`src/sps_defines.vh`:
```
// constants for the segment position sequencer: register map, control word fields, mode codes
// assumes plain Verilog-2005 includers; holds definitions only
// Operation
// - single segment stops after finishing itself
// - multi segment starts following segment on completion
// - speed segment holds speed until next starts
// - jump goes straight to the named segment
// - type 0: target equals commanded value
// - type 1: previous command plus increment
// - type 2: feedback position plus relative value
// - speed: type 1 chains on speed reached
// - interrupt bit decoded in every mode but jump, where it is ignored
// - interrupt enabled: switch at once, finished or not
// - interrupted remainder added to next target
// - interrupt disabled: wait for full completion first
// - later segment's interrupt bit governs, judged at trigger
// - low control word half holds planning fields
`ifndef SPS_DEFINES_VH
`define SPS_DEFINES_VH

// register bus geometry and map (byte addresses)
`define SPS_ADDR_W        12
`define SPS_OFF_CTRL      12'h000
`define SPS_OFF_STATUS    12'h004
`define SPS_OFF_TARGET    12'h008
`define SPS_OFF_PREVCMD   12'h00C
`define SPS_OFF_SPEED     12'h010
`define SPS_TBL_CW        4'h1
`define SPS_TBL_VAL       4'h2

// control register bits
`define SPS_CTRL_START    0
`define SPS_CTRL_STOP     1
`define SPS_CTRL_ADVANCE  2
`define SPS_CTRL_SEG_LO   8
`define SPS_CTRL_RESET    32'h0000_0000

// segment control word fields, all in the low half
`define SPS_F_MODE_LO     0
`define SPS_F_MODE_HI     1
`define SPS_F_PTYPE_LO    2
`define SPS_F_PTYPE_HI    3
`define SPS_F_INTR        4
`define SPS_CW_HALF       16

// operating modes
`define SPS_MODE_SINGLE   2'h0
`define SPS_MODE_MULTI    2'h1
`define SPS_MODE_SPEED    2'h2
`define SPS_MODE_JUMP     2'h3

// position types
`define SPS_PT_ABS        2'h0
`define SPS_PT_INC        2'h1
`define SPS_PT_REL        2'h2

// longest run of jumps before the sequencer gives up
`define SPS_JUMP_LIMIT    16

`endif

```
`src/sps_sequencer.v`:
```
// segment position sequencer: segment table, register port and the segment stepping machine
// assumes planner signals come from logic on clk_i; software drives a one-cycle strobe bus
`timescale 1ns/1ns
`default_nettype none
`include "sps_defines.vh"
module sps_sequencer #(
    parameter SEG_AW     = 4,
    parameter POS_W      = 32,
    parameter JUMP_LIMIT = `SPS_JUMP_LIMIT
) (
    // clock and reset
    input  wire                   clk_i,
    input  wire                   rstn_i,
    // register port
    input  wire [`SPS_ADDR_W-1:0] addr_i,
    input  wire [31:0]            wdata_i,
    input  wire                   wr_i,
    input  wire                   rd_i,
    output wire [31:0]            rdata_o,
    // planner feedback
    input  wire [POS_W-1:0]       feedback_position_i,
    input  wire [POS_W-1:0]       remaining_distance_i,
    input  wire                   seg_done_i,
    input  wire                   speed_reached_i,
    // planner command
    output wire                   cmd_valid_o,
    output reg                    cmd_is_speed_o,
    output reg                    cmd_interrupt_o,
    output reg  [POS_W-1:0]       target_position_o,
    output reg  [31:0]            speed_value_o,
    output reg  [15:0]            param_select_o,
    // status
    output wire                   busy_o,
    output wire [SEG_AW-1:0]      seg_index_o
);
    localparam [2:0] ST_IDLE   = 3'h0;
    localparam [2:0] ST_FETCH  = 3'h1;
    localparam [2:0] ST_DECIDE = 3'h2;
    localparam [2:0] ST_RUN    = 3'h3;
    localparam [2:0] ST_HOLD   = 3'h4;

    // target position for a position segment
    function [POS_W-1:0] sps_target;
        input [1:0]       ptype;
        input [POS_W-1:0] value;
        input [POS_W-1:0] prev;
        input [POS_W-1:0] fdb;
        begin
            case (ptype)
                `SPS_PT_INC: sps_target = prev + value;
                `SPS_PT_REL: sps_target = fdb + value;
                default:     sps_target = value;
            endcase
        end
    endfunction

    // state
    reg [2:0]        state_r;
    reg [SEG_AW-1:0] seg_r;
    reg [SEG_AW-1:0] start_seg_r;
    reg [1:0]        cur_mode_r;
    reg              cur_chain_r;
    reg              running_r;
    reg              jump_err_r;
    reg [5:0]        jump_cnt_r;
    reg [POS_W-1:0]  prev_cmd_r;
    reg [31:0]       pend_cw_r;
    reg [31:0]       pend_val_r;
    reg              cmd_valid_r;

    // bus side
    reg                   rd_tbl_cw_r;
    reg                   rd_tbl_val_r;
    reg [31:0]            rd_reg_r;

    wire [31:0] bus_cw;
    wire [31:0] bus_val;
    wire [31:0] seq_cw;
    wire [31:0] seq_val;

    // bus decode
    wire [3:0] tbl_sel   = addr_i[`SPS_ADDR_W-1:`SPS_ADDR_W-4];
    wire       in_word   = (addr_i[1:0] == 2'h0) && (addr_i[7:SEG_AW+2] == {(6-SEG_AW){1'b0}});
    wire       wr_cw     = wr_i && (tbl_sel == `SPS_TBL_CW) && in_word;
    wire       wr_val    = wr_i && (tbl_sel == `SPS_TBL_VAL) && in_word;
    wire       wr_ctrl   = wr_i && (addr_i == `SPS_OFF_CTRL);
    wire       sw_start  = wr_ctrl && wdata_i[`SPS_CTRL_START];
    wire       sw_stop   = wr_ctrl && wdata_i[`SPS_CTRL_STOP];
    wire       sw_adv    = wr_ctrl && wdata_i[`SPS_CTRL_ADVANCE];
    wire       fetch_en  = (state_r == ST_FETCH);

    // fetched control word fields, low half only
    wire [15:0] seq_low   = seq_cw[`SPS_CW_HALF-1:0];
    wire [1:0]  f_mode    = seq_low[`SPS_F_MODE_HI:`SPS_F_MODE_LO];
    wire [1:0]  f_ptype   = seq_low[`SPS_F_PTYPE_HI:`SPS_F_PTYPE_LO];
    wire        f_intr    = seq_low[`SPS_F_INTR];
    wire [1:0]  p_ptype   = pend_cw_r[`SPS_F_PTYPE_HI:`SPS_F_PTYPE_LO];
    wire        prev_pos  = running_r && (cur_mode_r != `SPS_MODE_SPEED);
    wire [POS_W-1:0] carry = prev_pos ? remaining_distance_i : {POS_W{1'b0}};

    // control word table
    sps_seg_mem #(.DW(32), .AW(SEG_AW)) u_cw_mem (
        .clk_i     (clk_i),
        .rstn_i    (rstn_i),
        .wr_en_i   (wr_cw),
        .wr_addr_i (addr_i[SEG_AW+1:2]),
        .wr_data_i (wdata_i),
        .ra_en_i   (rd_i),
        .ra_addr_i (addr_i[SEG_AW+1:2]),
        .ra_data_o (bus_cw),
        .rb_en_i   (fetch_en),
        .rb_addr_i (seg_r),
        .rb_data_o (seq_cw)
    );

    // command value table
    sps_seg_mem #(.DW(32), .AW(SEG_AW)) u_val_mem (
        .clk_i     (clk_i),
        .rstn_i    (rstn_i),
        .wr_en_i   (wr_val),
        .wr_addr_i (addr_i[SEG_AW+1:2]),
        .wr_data_i (wdata_i),
        .ra_en_i   (rd_i),
        .ra_addr_i (addr_i[SEG_AW+1:2]),
        .ra_data_o (bus_val),
        .rb_en_i   (fetch_en),
        .rb_addr_i (seg_r),
        .rb_data_o (seq_val)
    );

    // start segment holds in the control register
    always @(posedge clk_i or negedge rstn_i) begin
        if (!rstn_i) begin
            start_seg_r <= {SEG_AW{1'b0}};
        end else if (wr_ctrl) begin
            start_seg_r <= wdata_i[`SPS_CTRL_SEG_LO+SEG_AW-1:`SPS_CTRL_SEG_LO];
        end
    end

    // register read, data in the following cycle
    always @(posedge clk_i or negedge rstn_i) begin
        if (!rstn_i) begin
            rd_tbl_cw_r  <= 1'b0;
            rd_tbl_val_r <= 1'b0;
            rd_reg_r     <= 32'h0000_0000;
        end else if (rd_i) begin
            rd_tbl_cw_r  <= (tbl_sel == `SPS_TBL_CW) && in_word;
            rd_tbl_val_r <= (tbl_sel == `SPS_TBL_VAL) && in_word;
            case (addr_i)
                `SPS_OFF_CTRL:    rd_reg_r <= {{(24-SEG_AW){1'b0}}, start_seg_r, 8'h00};
                `SPS_OFF_STATUS:  rd_reg_r <= {14'h0000, cur_mode_r, {(8-SEG_AW){1'b0}}, seg_r,
                                               3'h0, jump_err_r, 1'b0, state_r};
                `SPS_OFF_TARGET:  rd_reg_r <= target_position_o;
                `SPS_OFF_PREVCMD: rd_reg_r <= prev_cmd_r;
                `SPS_OFF_SPEED:   rd_reg_r <= speed_value_o;
                default:          rd_reg_r <= 32'h0000_0000;
            endcase
        end
    end

    // table reads come straight from the memory output register
    assign rdata_o = rd_tbl_cw_r ? bus_cw : (rd_tbl_val_r ? bus_val : rd_reg_r);

    // segment stepping machine
    always @(posedge clk_i or negedge rstn_i) begin
        if (!rstn_i) begin
            state_r           <= ST_IDLE;
            seg_r             <= {SEG_AW{1'b0}};
            cur_mode_r        <= `SPS_MODE_SINGLE;
            cur_chain_r       <= 1'b0;
            running_r         <= 1'b0;
            jump_err_r        <= 1'b0;
            jump_cnt_r        <= 6'h00;
            prev_cmd_r        <= {POS_W{1'b0}};
            pend_cw_r         <= 32'h0000_0000;
            pend_val_r        <= 32'h0000_0000;
            cmd_valid_r       <= 1'b0;
            cmd_is_speed_o    <= 1'b0;
            cmd_interrupt_o   <= 1'b0;
            target_position_o <= {POS_W{1'b0}};
            speed_value_o     <= 32'h0000_0000;
            param_select_o    <= 16'h0000;
        end else begin
            cmd_valid_r     <= 1'b0;
            cmd_interrupt_o <= 1'b0;
            if (sw_stop) begin
                state_r   <= ST_IDLE;
                running_r <= 1'b0;
            end else begin
                case (state_r)
                    ST_IDLE: begin
                        if (sw_start) begin
                            seg_r      <= wdata_i[`SPS_CTRL_SEG_LO+SEG_AW-1:`SPS_CTRL_SEG_LO];
                            jump_err_r <= 1'b0;
                            jump_cnt_r <= 6'h00;
                            state_r    <= ST_FETCH;
                        end
                    end
                    ST_FETCH: begin
                        state_r <= ST_DECIDE;
                    end
                    ST_DECIDE: begin
                        if (f_mode == `SPS_MODE_JUMP) begin
                            if (jump_cnt_r == JUMP_LIMIT[5:0]) begin
                                jump_err_r <= 1'b1;
                                running_r  <= 1'b0;
                                state_r    <= ST_IDLE;
                            end else begin
                                seg_r      <= seq_val[SEG_AW-1:0];
                                jump_cnt_r <= jump_cnt_r + 6'h01;
                                state_r    <= ST_FETCH;
                            end
                        end else if (!running_r || f_intr || (cur_mode_r == `SPS_MODE_SPEED)) begin
                            // intr judged from the segment now triggered
                            jump_cnt_r     <= 6'h00;
                            cmd_valid_r    <= 1'b1;
                            cmd_interrupt_o <= running_r && f_intr;
                            running_r      <= 1'b1;
                            cur_mode_r     <= f_mode;
                            cur_chain_r    <= (f_ptype == `SPS_PT_INC);
                            param_select_o <= seq_cw[31:16];
                            state_r        <= ST_RUN;
                            if (f_mode == `SPS_MODE_SPEED) begin
                                cmd_is_speed_o <= 1'b1;
                                speed_value_o  <= seq_val;
                            end else begin
                                cmd_is_speed_o    <= 1'b0;
                                target_position_o <= sps_target(f_ptype, seq_val, prev_cmd_r,
                                                     feedback_position_i) + (f_intr ? carry : {POS_W{1'b0}});
                                prev_cmd_r        <= sps_target(f_ptype, seq_val, prev_cmd_r,
                                                     feedback_position_i) + (f_intr ? carry : {POS_W{1'b0}});
                            end
                        end else begin
                            pend_cw_r  <= seq_cw;
                            pend_val_r <= seq_val;
                            jump_cnt_r <= 6'h00;
                            state_r    <= ST_HOLD;
                        end
                    end
                    ST_RUN: begin
                        case (cur_mode_r)
                            `SPS_MODE_SINGLE: begin
                                if (seg_done_i) begin
                                    running_r <= 1'b0;
                                    state_r   <= ST_IDLE;
                                end
                            end
                            `SPS_MODE_MULTI: begin
                                seg_r   <= seg_r + {{(SEG_AW-1){1'b0}}, 1'b1};
                                state_r <= ST_FETCH;
                            end
                            default: begin
                                if ((cur_chain_r && speed_reached_i) || sw_adv) begin
                                    seg_r   <= seg_r + {{(SEG_AW-1){1'b0}}, 1'b1};
                                    state_r <= ST_FETCH;
                                end
                            end
                        endcase
                    end
                    ST_HOLD: begin
                        if (seg_done_i) begin
                            cmd_valid_r    <= 1'b1;
                            cur_mode_r     <= pend_cw_r[`SPS_F_MODE_HI:`SPS_F_MODE_LO];
                            cur_chain_r    <= (p_ptype == `SPS_PT_INC);
                            param_select_o <= pend_cw_r[31:16];
                            state_r        <= ST_RUN;
                            if (pend_cw_r[`SPS_F_MODE_HI:`SPS_F_MODE_LO] == `SPS_MODE_SPEED) begin
                                cmd_is_speed_o <= 1'b1;
                                speed_value_o  <= pend_val_r;
                            end else begin
                                cmd_is_speed_o    <= 1'b0;
                                target_position_o <= sps_target(p_ptype, pend_val_r, prev_cmd_r,
                                                                feedback_position_i);
                                prev_cmd_r        <= sps_target(p_ptype, pend_val_r, prev_cmd_r,
                                                                feedback_position_i);
                            end
                        end
                    end
                    default: begin
                        state_r   <= ST_IDLE;
                        running_r <= 1'b0;
                    end
                endcase
            end
        end
    end

    // planner and status outputs
    assign cmd_valid_o = cmd_valid_r;
    assign busy_o      = (state_r != ST_IDLE);
    assign seg_index_o = seg_r;
endmodule // sps_sequencer
`default_nettype wire

```
`src/sps_seg_mem.v`:
```
// segment table memory: one write port, two read ports with registered data
// assumes writer and readers share clk_i
`timescale 1ns/1ns
`default_nettype none
module sps_seg_mem #(
    parameter DW = 32,
    parameter AW = 4
) (
    // clock and reset
    input  wire          clk_i,
    input  wire          rstn_i,
    // write port
    input  wire          wr_en_i,
    input  wire [AW-1:0] wr_addr_i,
    input  wire [DW-1:0] wr_data_i,
    // read port a
    input  wire          ra_en_i,
    input  wire [AW-1:0] ra_addr_i,
    output reg  [DW-1:0] ra_data_o,
    // read port b
    input  wire          rb_en_i,
    input  wire [AW-1:0] rb_addr_i,
    output reg  [DW-1:0] rb_data_o
);
    reg [DW-1:0] mem_r [0:(1<<AW)-1];

    // array write, no reset so it maps onto ram
    always @(posedge clk_i) begin
        if (wr_en_i) begin
            mem_r[wr_addr_i] <= wr_data_i;
        end
    end

    // registered read data on both ports
    always @(posedge clk_i or negedge rstn_i) begin
        if (!rstn_i) begin
            ra_data_o <= {DW{1'b0}};
            rb_data_o <= {DW{1'b0}};
        end else begin
            if (ra_en_i) begin
                ra_data_o <= mem_r[ra_addr_i];
            end
            if (rb_en_i) begin
                rb_data_o <= mem_r[rb_addr_i];
            end
        end
    end
endmodule // sps_seg_mem
`default_nettype wire

```
`config.mk`:
```
export PLATFORM = sky130hd
export DESIGN_NAME = sps_sequencer
export DESIGN_NICKNAME = d
export VERILOG_FILES = /design/src/sps_sequencer.v /design/src/sps_seg_mem.v
export VERILOG_INCLUDE_DIRS = /design/src
export SDC_FILE = /design/constraint.sdc
export NUM_CORES = 2
export LEC_CHECK = 0
export BUFFER_PORTS_ARGS = -buffer_cell sky130_fd_sc_hd__clkbuf_2
export CORE_ASPECT_RATIO = 1.1
export CORE_UTILIZATION = 51
export DETAILED_ROUTE_END_ITERATION = 7
export PLACE_DENSITY = 0.7
export SYNTH_ARGS = -nofsm -noshare
export SYNTH_HDL_FRONTEND = slang
export SYNTH_HIERARCHICAL = 1
export SYNTH_SLANG_ARGS = --single-unit
export TNS_END_PERCENT = 30
```
`constraint.sdc`:
```
create_clock -name clk_i -period 7.5 [get_ports clk_i]
set_input_delay 0.375 -clock clk_i [delete_from_list [all_inputs] [get_ports clk_i]]
set_output_delay 0.375 -clock clk_i [all_outputs]
set_load 0.1 [all_outputs]
```
==> Word level (Yosys, flattened, before mapping) <==
Memory sizes are Yosys's and may differ from the RTL's. A register that Yosys moved wholly into a read port is not among the register bits.
Index checks and enable logic that the tools add are counted.
{ "totals": {"memories": 2, "ff_bits": 203, "output_inout_bits": 120, "word_cells": 203, "input_bits": 114, "ram_bits": 1024} }
{ "memory_table": {"columns": ["name", "words", "width", "read_ports", "rd_clocked_by_memory_dff", "write_ports", "line_no", "text"], "rows": [
  ["u_cw_mem.mem_r", 16, 32, 2, 2, 1, "sps_seg_mem.v:25", "reg [DW-1:0] mem_r [0:(1<<AW)-1];"],
  ["u_val_mem.mem_r", 16, 32, 2, 2, 1, "sps_seg_mem.v:25", null]
]} }
{ "classes": {"bitwise": 3, "mux": 86, "reduce_logical": 42, "eq_ne": 44, "addsub": 7} }
{ "op_table": {"columns": ["cell", "count"], "rows": [
  ["two-way mux 32 bit", 19],
  ["one-hot mux 32 bit (2 select lines)", 4],
  ["adder 32 bit", 5],
  ["one-hot mux 32 bit (4 select lines)", 1],
  ["two-way mux 16 bit", 3],
  ["one-hot mux 16 bit (2 select lines)", 1],
  ["two-way mux 1 bit", 30],
  ["!= test 2 bit (second input constant)", 13],
  ["equality test 12 x 4 -> 1 bit (second input constant)", 2],
  ["two-way mux 3 bit", 7],
  ["AND reduction 7 bit", 3],
  ["two-way mux 6 bit", 3],
  ["!= test 3 bit (second input constant)", 6],
  ["two-way mux 4 bit", 4],
  ["one-hot mux 3 bit (5 select lines)", 1],
  ["AND reduction 5 bit", 3],
  ["logical AND 1 bit", 14],
  ["equality test 12 x 3 -> 1 bit (second input constant)", 1],
  ["equality test 12 x 5 -> 1 bit (second input constant)", 1],
  ["equality test 2 bit (second input constant)", 6],
  ["logical NOT 12 bit", 1],
  ["!= test 4 bit (second input constant)", 3],
  ["one-hot mux 4 bit (3 select lines)", 1],
  ["one-hot mux 6 bit (2 select lines)", 1],
  ["other kinds (27)", 49]
]} }

==> Logic depth before layout (Yosys ltp) <==
{ "logic_depth": {"depth_word": 12, "mapped_depth": 28, "ltp_nobuf": 26} }

==> Hierarchy <==
The synthesis kept the hierarchy.
{ "by_module_without_submodules": {"columns": ["module", "area_each_um2", "n_inst", "cells_each"], "rows": [
  ["sps_seg_mem", 25408.1, 2, 1217],
  ["sps_sequencer", 15551.2, 1, 1805]
]} }

==> Worst setup path after synthesis <==
No wires, ideal clock.
{ "synth_path": {"kind": "reg2reg", "start": "reg u_cw_mem.rb_data_o[2], read port of u_cw_mem.mem_r", "end": "reg prev_cmd_r[30]", "slack_ns": 1.751, "t_arrival_ns": 5.619, "t_required_ns": 7.370, "n_path_buf": 2, "setup_time_ns": 0.130, "stages_incl_launch_ff": 28, "synth_period_minus_slack_ns": 5.749, "path_cell_list": "dfrtp_1 > inv_1 > ha_1 > clkbuf_1 > buf_1 > mux2_2 > ha_1 > fa_1 > nand3_1 > a21oi_1 > o211ai_1 > a21oi_1 > o21ai_0 > a21oi_1 > o211ai_1 > a21oi_1 > or3_1 > a31o_2 > ha_1 > and3_1 > nand4_1 > o211a_1 > o31ai_1 > a221oi_1 > o21ai_1 > and4b_1 > o31ai_1 > a21oi_1"} }
{ "synth_via": {"elab_chain_len": 12} }
{ "synth_rtl": {"columns": ["item", "line_no", "text"], "rows": [
  ["from (decl)", "sps_seg_mem.v:23", "output reg [DW-1:0] rb_data_o"],
  ["equality test 2 bit / equality test 2 x 1 -> 1 bit (equally long branches)", "sps_sequencer.v:49", "case (ptype)"],
  ["one-hot mux 32 bit (2 select lines) (*)", "sps_sequencer.v:49", null],
  ["two-way mux 32 bit (*)", "sps_sequencer.v:223", "if (f_mode == `SPS_MODE_SPEED) begin"],
  ["two-way mux 32 bit (*)", "sps_sequencer.v:213", "end else if (!running_r || f_intr || (cur_mode_r == `SPS_MODE_SPEED)) begin"],
  ["two-way mux 32 bit (*)", "sps_sequencer.v:203", "if (f_mode == `SPS_MODE_JUMP) begin"],
  ["two-way mux 32 bit (*)", "sps_sequencer.v:190", "case (state_r)"],
  ["two-way mux 32 bit (*)", "sps_sequencer.v:186", "if (sw_stop) begin"],
  ["adder 32 bit (*)", "sps_sequencer.v:231", "feedback_position_i) + (f_intr ? carry : {POS_W{1'b0}});"],
  ["two-way mux 32 bit (*)", "sps_sequencer.v:223", null],
  ["two-way mux 32 bit (*)", "sps_sequencer.v:213", null],
  ["two-way mux 32 bit (*)", "sps_sequencer.v:203", null],
  ["one-hot mux 32 bit (2 select lines) (*)", "sps_sequencer.v:190", null],
  ["to (signal assigned)", "sps_sequencer.v:174", "prev_cmd_r <= {POS_W{1'b0}};"],
  ["to (signal assigned)", "sps_sequencer.v:230", "prev_cmd_r <= sps_target(f_ptype, seq_val, prev_cmd_r,"],
  ["to (signal assigned)", "sps_sequencer.v:274", "prev_cmd_r <= sps_target(p_ptype, pend_val_r, prev_cmd_r,"],
  ["to (decl)", "sps_sequencer.v:66", "reg [POS_W-1:0] prev_cmd_r;"]
]} }
Every way passes the cells marked *; elsewhere a longest branch is shown, timed or not. The select of a mux whose other input is x is not followed.
A chain may end at the register's enable or synchronous reset.

==> Final worst setup path <==
Ends and elaborated chain as after synthesis.

==> impl_metrics.env <==
export IMPL_whs_path_depth=2
export IMPL_post_route_period_util=0.854
export IMPL_end_kind="register"
export IMPL_syn_inst=4138
export IMPL_finalPower_mw=28.5
export IMPL_mappedNetlistNets=4360
export IMPL_outcome="finished, final reports clean"
export IMPL_fin_crit_ps=6410
export IMPL_clkTransAtPathRegs_ps=60
export IMPL_synth_area_per_cell_sq_um=15.7
export IMPL_track_usage=0.298
export IMPL_ant_nets=0
export IMPL_slew_headroom=0.0698
export IMPL_peakVddDrop_uv=329
export IMPL_ioPinCount=234
export IMPL_cts_buffers=135
export IMPL_vias=41100
export IMPL_dp_hpwl_microns=116000
export IMPL_leakage_nw=25.2
export IMPL_fillers=9512
export IMPL_die_x_microns=342
export IMPL_drcViolationCount=0
export IMPL_num_nets_final=4524
export IMPL_setup_tns_ps=0
export IMPL_max_stage_delay_ps=470
export IMPL_critPathKind="register to register"
export IMPL_finalClockSkew_ps=24.8
export IMPL_grt_pass1_wl_microns=277000
export IMPL_cp_num_buf_inv=2
export IMPL_wl_per_cell_microns=31.5
export IMPL_dr_pass1_iters=6
export IMPL_setup_ws_ps=1090
export IMPL_path_max_fanout=22
export IMPL_h_tree_depth=4
export IMPL_grt_overflow=0
export IMPL_die_h_microns=376
export IMPL_layout_commonest_cell="edfxtp_1"
export IMPL_max_freq_ghz=0.156
export IMPL_r2r_slack_ps=1090
export IMPL_cts_root_buf="clkbuf_16"
export IMPL_cap_violations=0
export IMPL_most_common_layout_cells="edfxtp_1, mux4_2, dfrtp_1, clkbuf_2, nand2_1"
export IMPL_io_buffers=233
export IMPL_hold_violations=0
export IMPL_antenna_found_initial=12
export IMPL_drive_gt1_frac=0.261
export IMPL_wl_microns=191000
export IMPL_hp_start="rd_i"
export IMPL_cpMostUsedCell="a21oi_1"
export IMPL_rr_endpoint="prev_cmd_r[30]"
export IMPL_syn_cell_area_sq_um=64800
export IMPL_core_area_sq_um=125000
export IMPL_drt_iter0_markers=5125
export IMPL_dp_slack_ps=1210
export IMPL_required_ps=8120
export IMPL_ys_warn_count=6
export IMPL_fin_hold_ws_ps=109
export IMPL_post_route_util=0.573
export IMPL_clock_path_buffers=3
export IMPL_fp_row_count=136
export IMPL_min_path_type="input pin to register"
export IMPL_r2r_cells=25
export IMPL_path_delay_family="compound AO/OA/AOI/OAI gates"
export IMPL_viasPerCell=6.78
export IMPL_grt_start_max_net_pins=107
export IMPL_hold_end="rd_tbl_cw_r"
export IMPL_clkLatencyLatePin_ps=760
export IMPL_cts_tree="built"
export IMPL_cp_start_kind="register"
export IMPL_slew_viol_final=0
export IMPL_dieArea_sq_um=128000
export IMPL_start_util=0.516
export IMPL_cts_sinks=1332
export IMPL_powerDensity_nw_per_um2=396
export IMPL_place_gp_congestion=0.904
export IMPL_rr_startpoint="u_cw_mem/rb_data_o[2]"
export IMPL_setup_violations=0
export IMPL_crit_arrival_ps=7030
export IMPL_rsz0062_at_grt="no"
export IMPL_critPathSlowestCell="a221oi_1"
export IMPL_worst_pin_slew_ps=1400
export IMPL_syn_to_final_growth_pct=11.0
export IMPL_first_global_vias=40900
[metal layers]
layer / track usage / share of wire / vias up
met2: 0.466 / 0.47 / 2541
met3: 0.0701 / 0.11 / 418
met5: 0 / 0.00045 / -
met4: 0.0970 / 0.033 / 14
li1: - / - / 17000
met1: 0.413 / 0.38 / 21100
[flip-flops by register name (all words and copies together), names as in the netlist, 2 cells and up]
| name | cells |
|---|---|
| speed_value_o | 32 |
| u_val_mem/ra_data_o | 32 |
| u_cw_mem/mem_r | 512 |
| pend_cw_r | 20 |
| param_select_o | 16 |
| u_cw_mem/ra_data_o | 32 |
| u_val_mem/rb_data_o | 32 |
| seg_index_o | 4 |
| cur_mode_r | 2 |
| prev_cmd_r | 32 |
| rd_reg_r | 32 |
| u_cw_mem/rb_data_o | 21 |
| jump_cnt_r | 6 |
| start_seg_r | 4 |
| u_val_mem/mem_r | 512 |
| state_r | 3 |
| pend_val_r | 32 |
[worst max-delay path by stage]
stage	from	endpoint	slack, ps	depth (start not counted)
global route	u_cw_mem/rb_data_o[2]	prev_cmd_r[30]	680	24
CTS	u_cw_mem/rb_data_o[2]	prev_cmd_r[30]	1140	25
finish	u_cw_mem/rb_data_o[2]	prev_cmd_r[30]	1090	25
floorplan	u_cw_mem/rb_data_o[2]	prev_cmd_r[30]	1750	27
detailed placement	u_cw_mem/rb_data_o[2]	prev_cmd_r[30]	1210	25
global placement	u_cw_mem/rb_data_o[2]	prev_cmd_r[30]	1220	25
[stage by stage]
stage               area [sq um]  cells
floorplan                  64800   4138
global placement           67300   5817
detailed placement         67300   5817
CTS                        71900   6070
global route               71900   6070
finish                     71900   6073
[final cells by class]
class	instances	area, sq um	area share
inverter	66	248	0.00345
clock buffer	197	3980	0.0554
antenna	3	7.51	0.000104
sequential	1332	38500	0.535
tap	1656	2070	0.0288
clock inverter	52	556	0.00773
multi-input combinational	2443	24600	0.342
timing repair buffer	324	1950	0.0272
[where the power goes]
group          switching, mW  internal [mW]  total, mW
logic                   7.48           4.53       12.0
clock network           2.84           4.04       6.88
registers               1.07           8.53       9.60
[what timing repair did]
| action | CTS | global route |
|---|---|---|
| endpoints found under the setup margin | 0 | 0 |
| resized for setup | 0 | 0 |
| hold buffers | 4 | 0 |
| setup buffers | 0 | 0 |
| endpoints found under the hold margin | 84 | 0 |
[worst reg2reg max path, cell delays in order, from the launching register on]
cell       delay, ps
dfrtp_1          400
inv_1             80
ha_2             380
buf_4            400
mux2_2           390
ha_1             360
and3_1           250
nand3_1           90
a2bb2oi_1        150
a21oi_1          410
o21ai_0          170
a21oi_1          280
o211ai_1         130
a21oi_1          190
o21ai_0           90
a31o_2           250
ha_1             380
and3_1           220
nand4_1          110
o211a_1          150
o31ai_1          130
a221oi_1         470
o21ai_1          200
and4b_1          240
o31ai_1          250
a21oi_1           90
No activity file was read; power rests on OpenSTA's default activity.
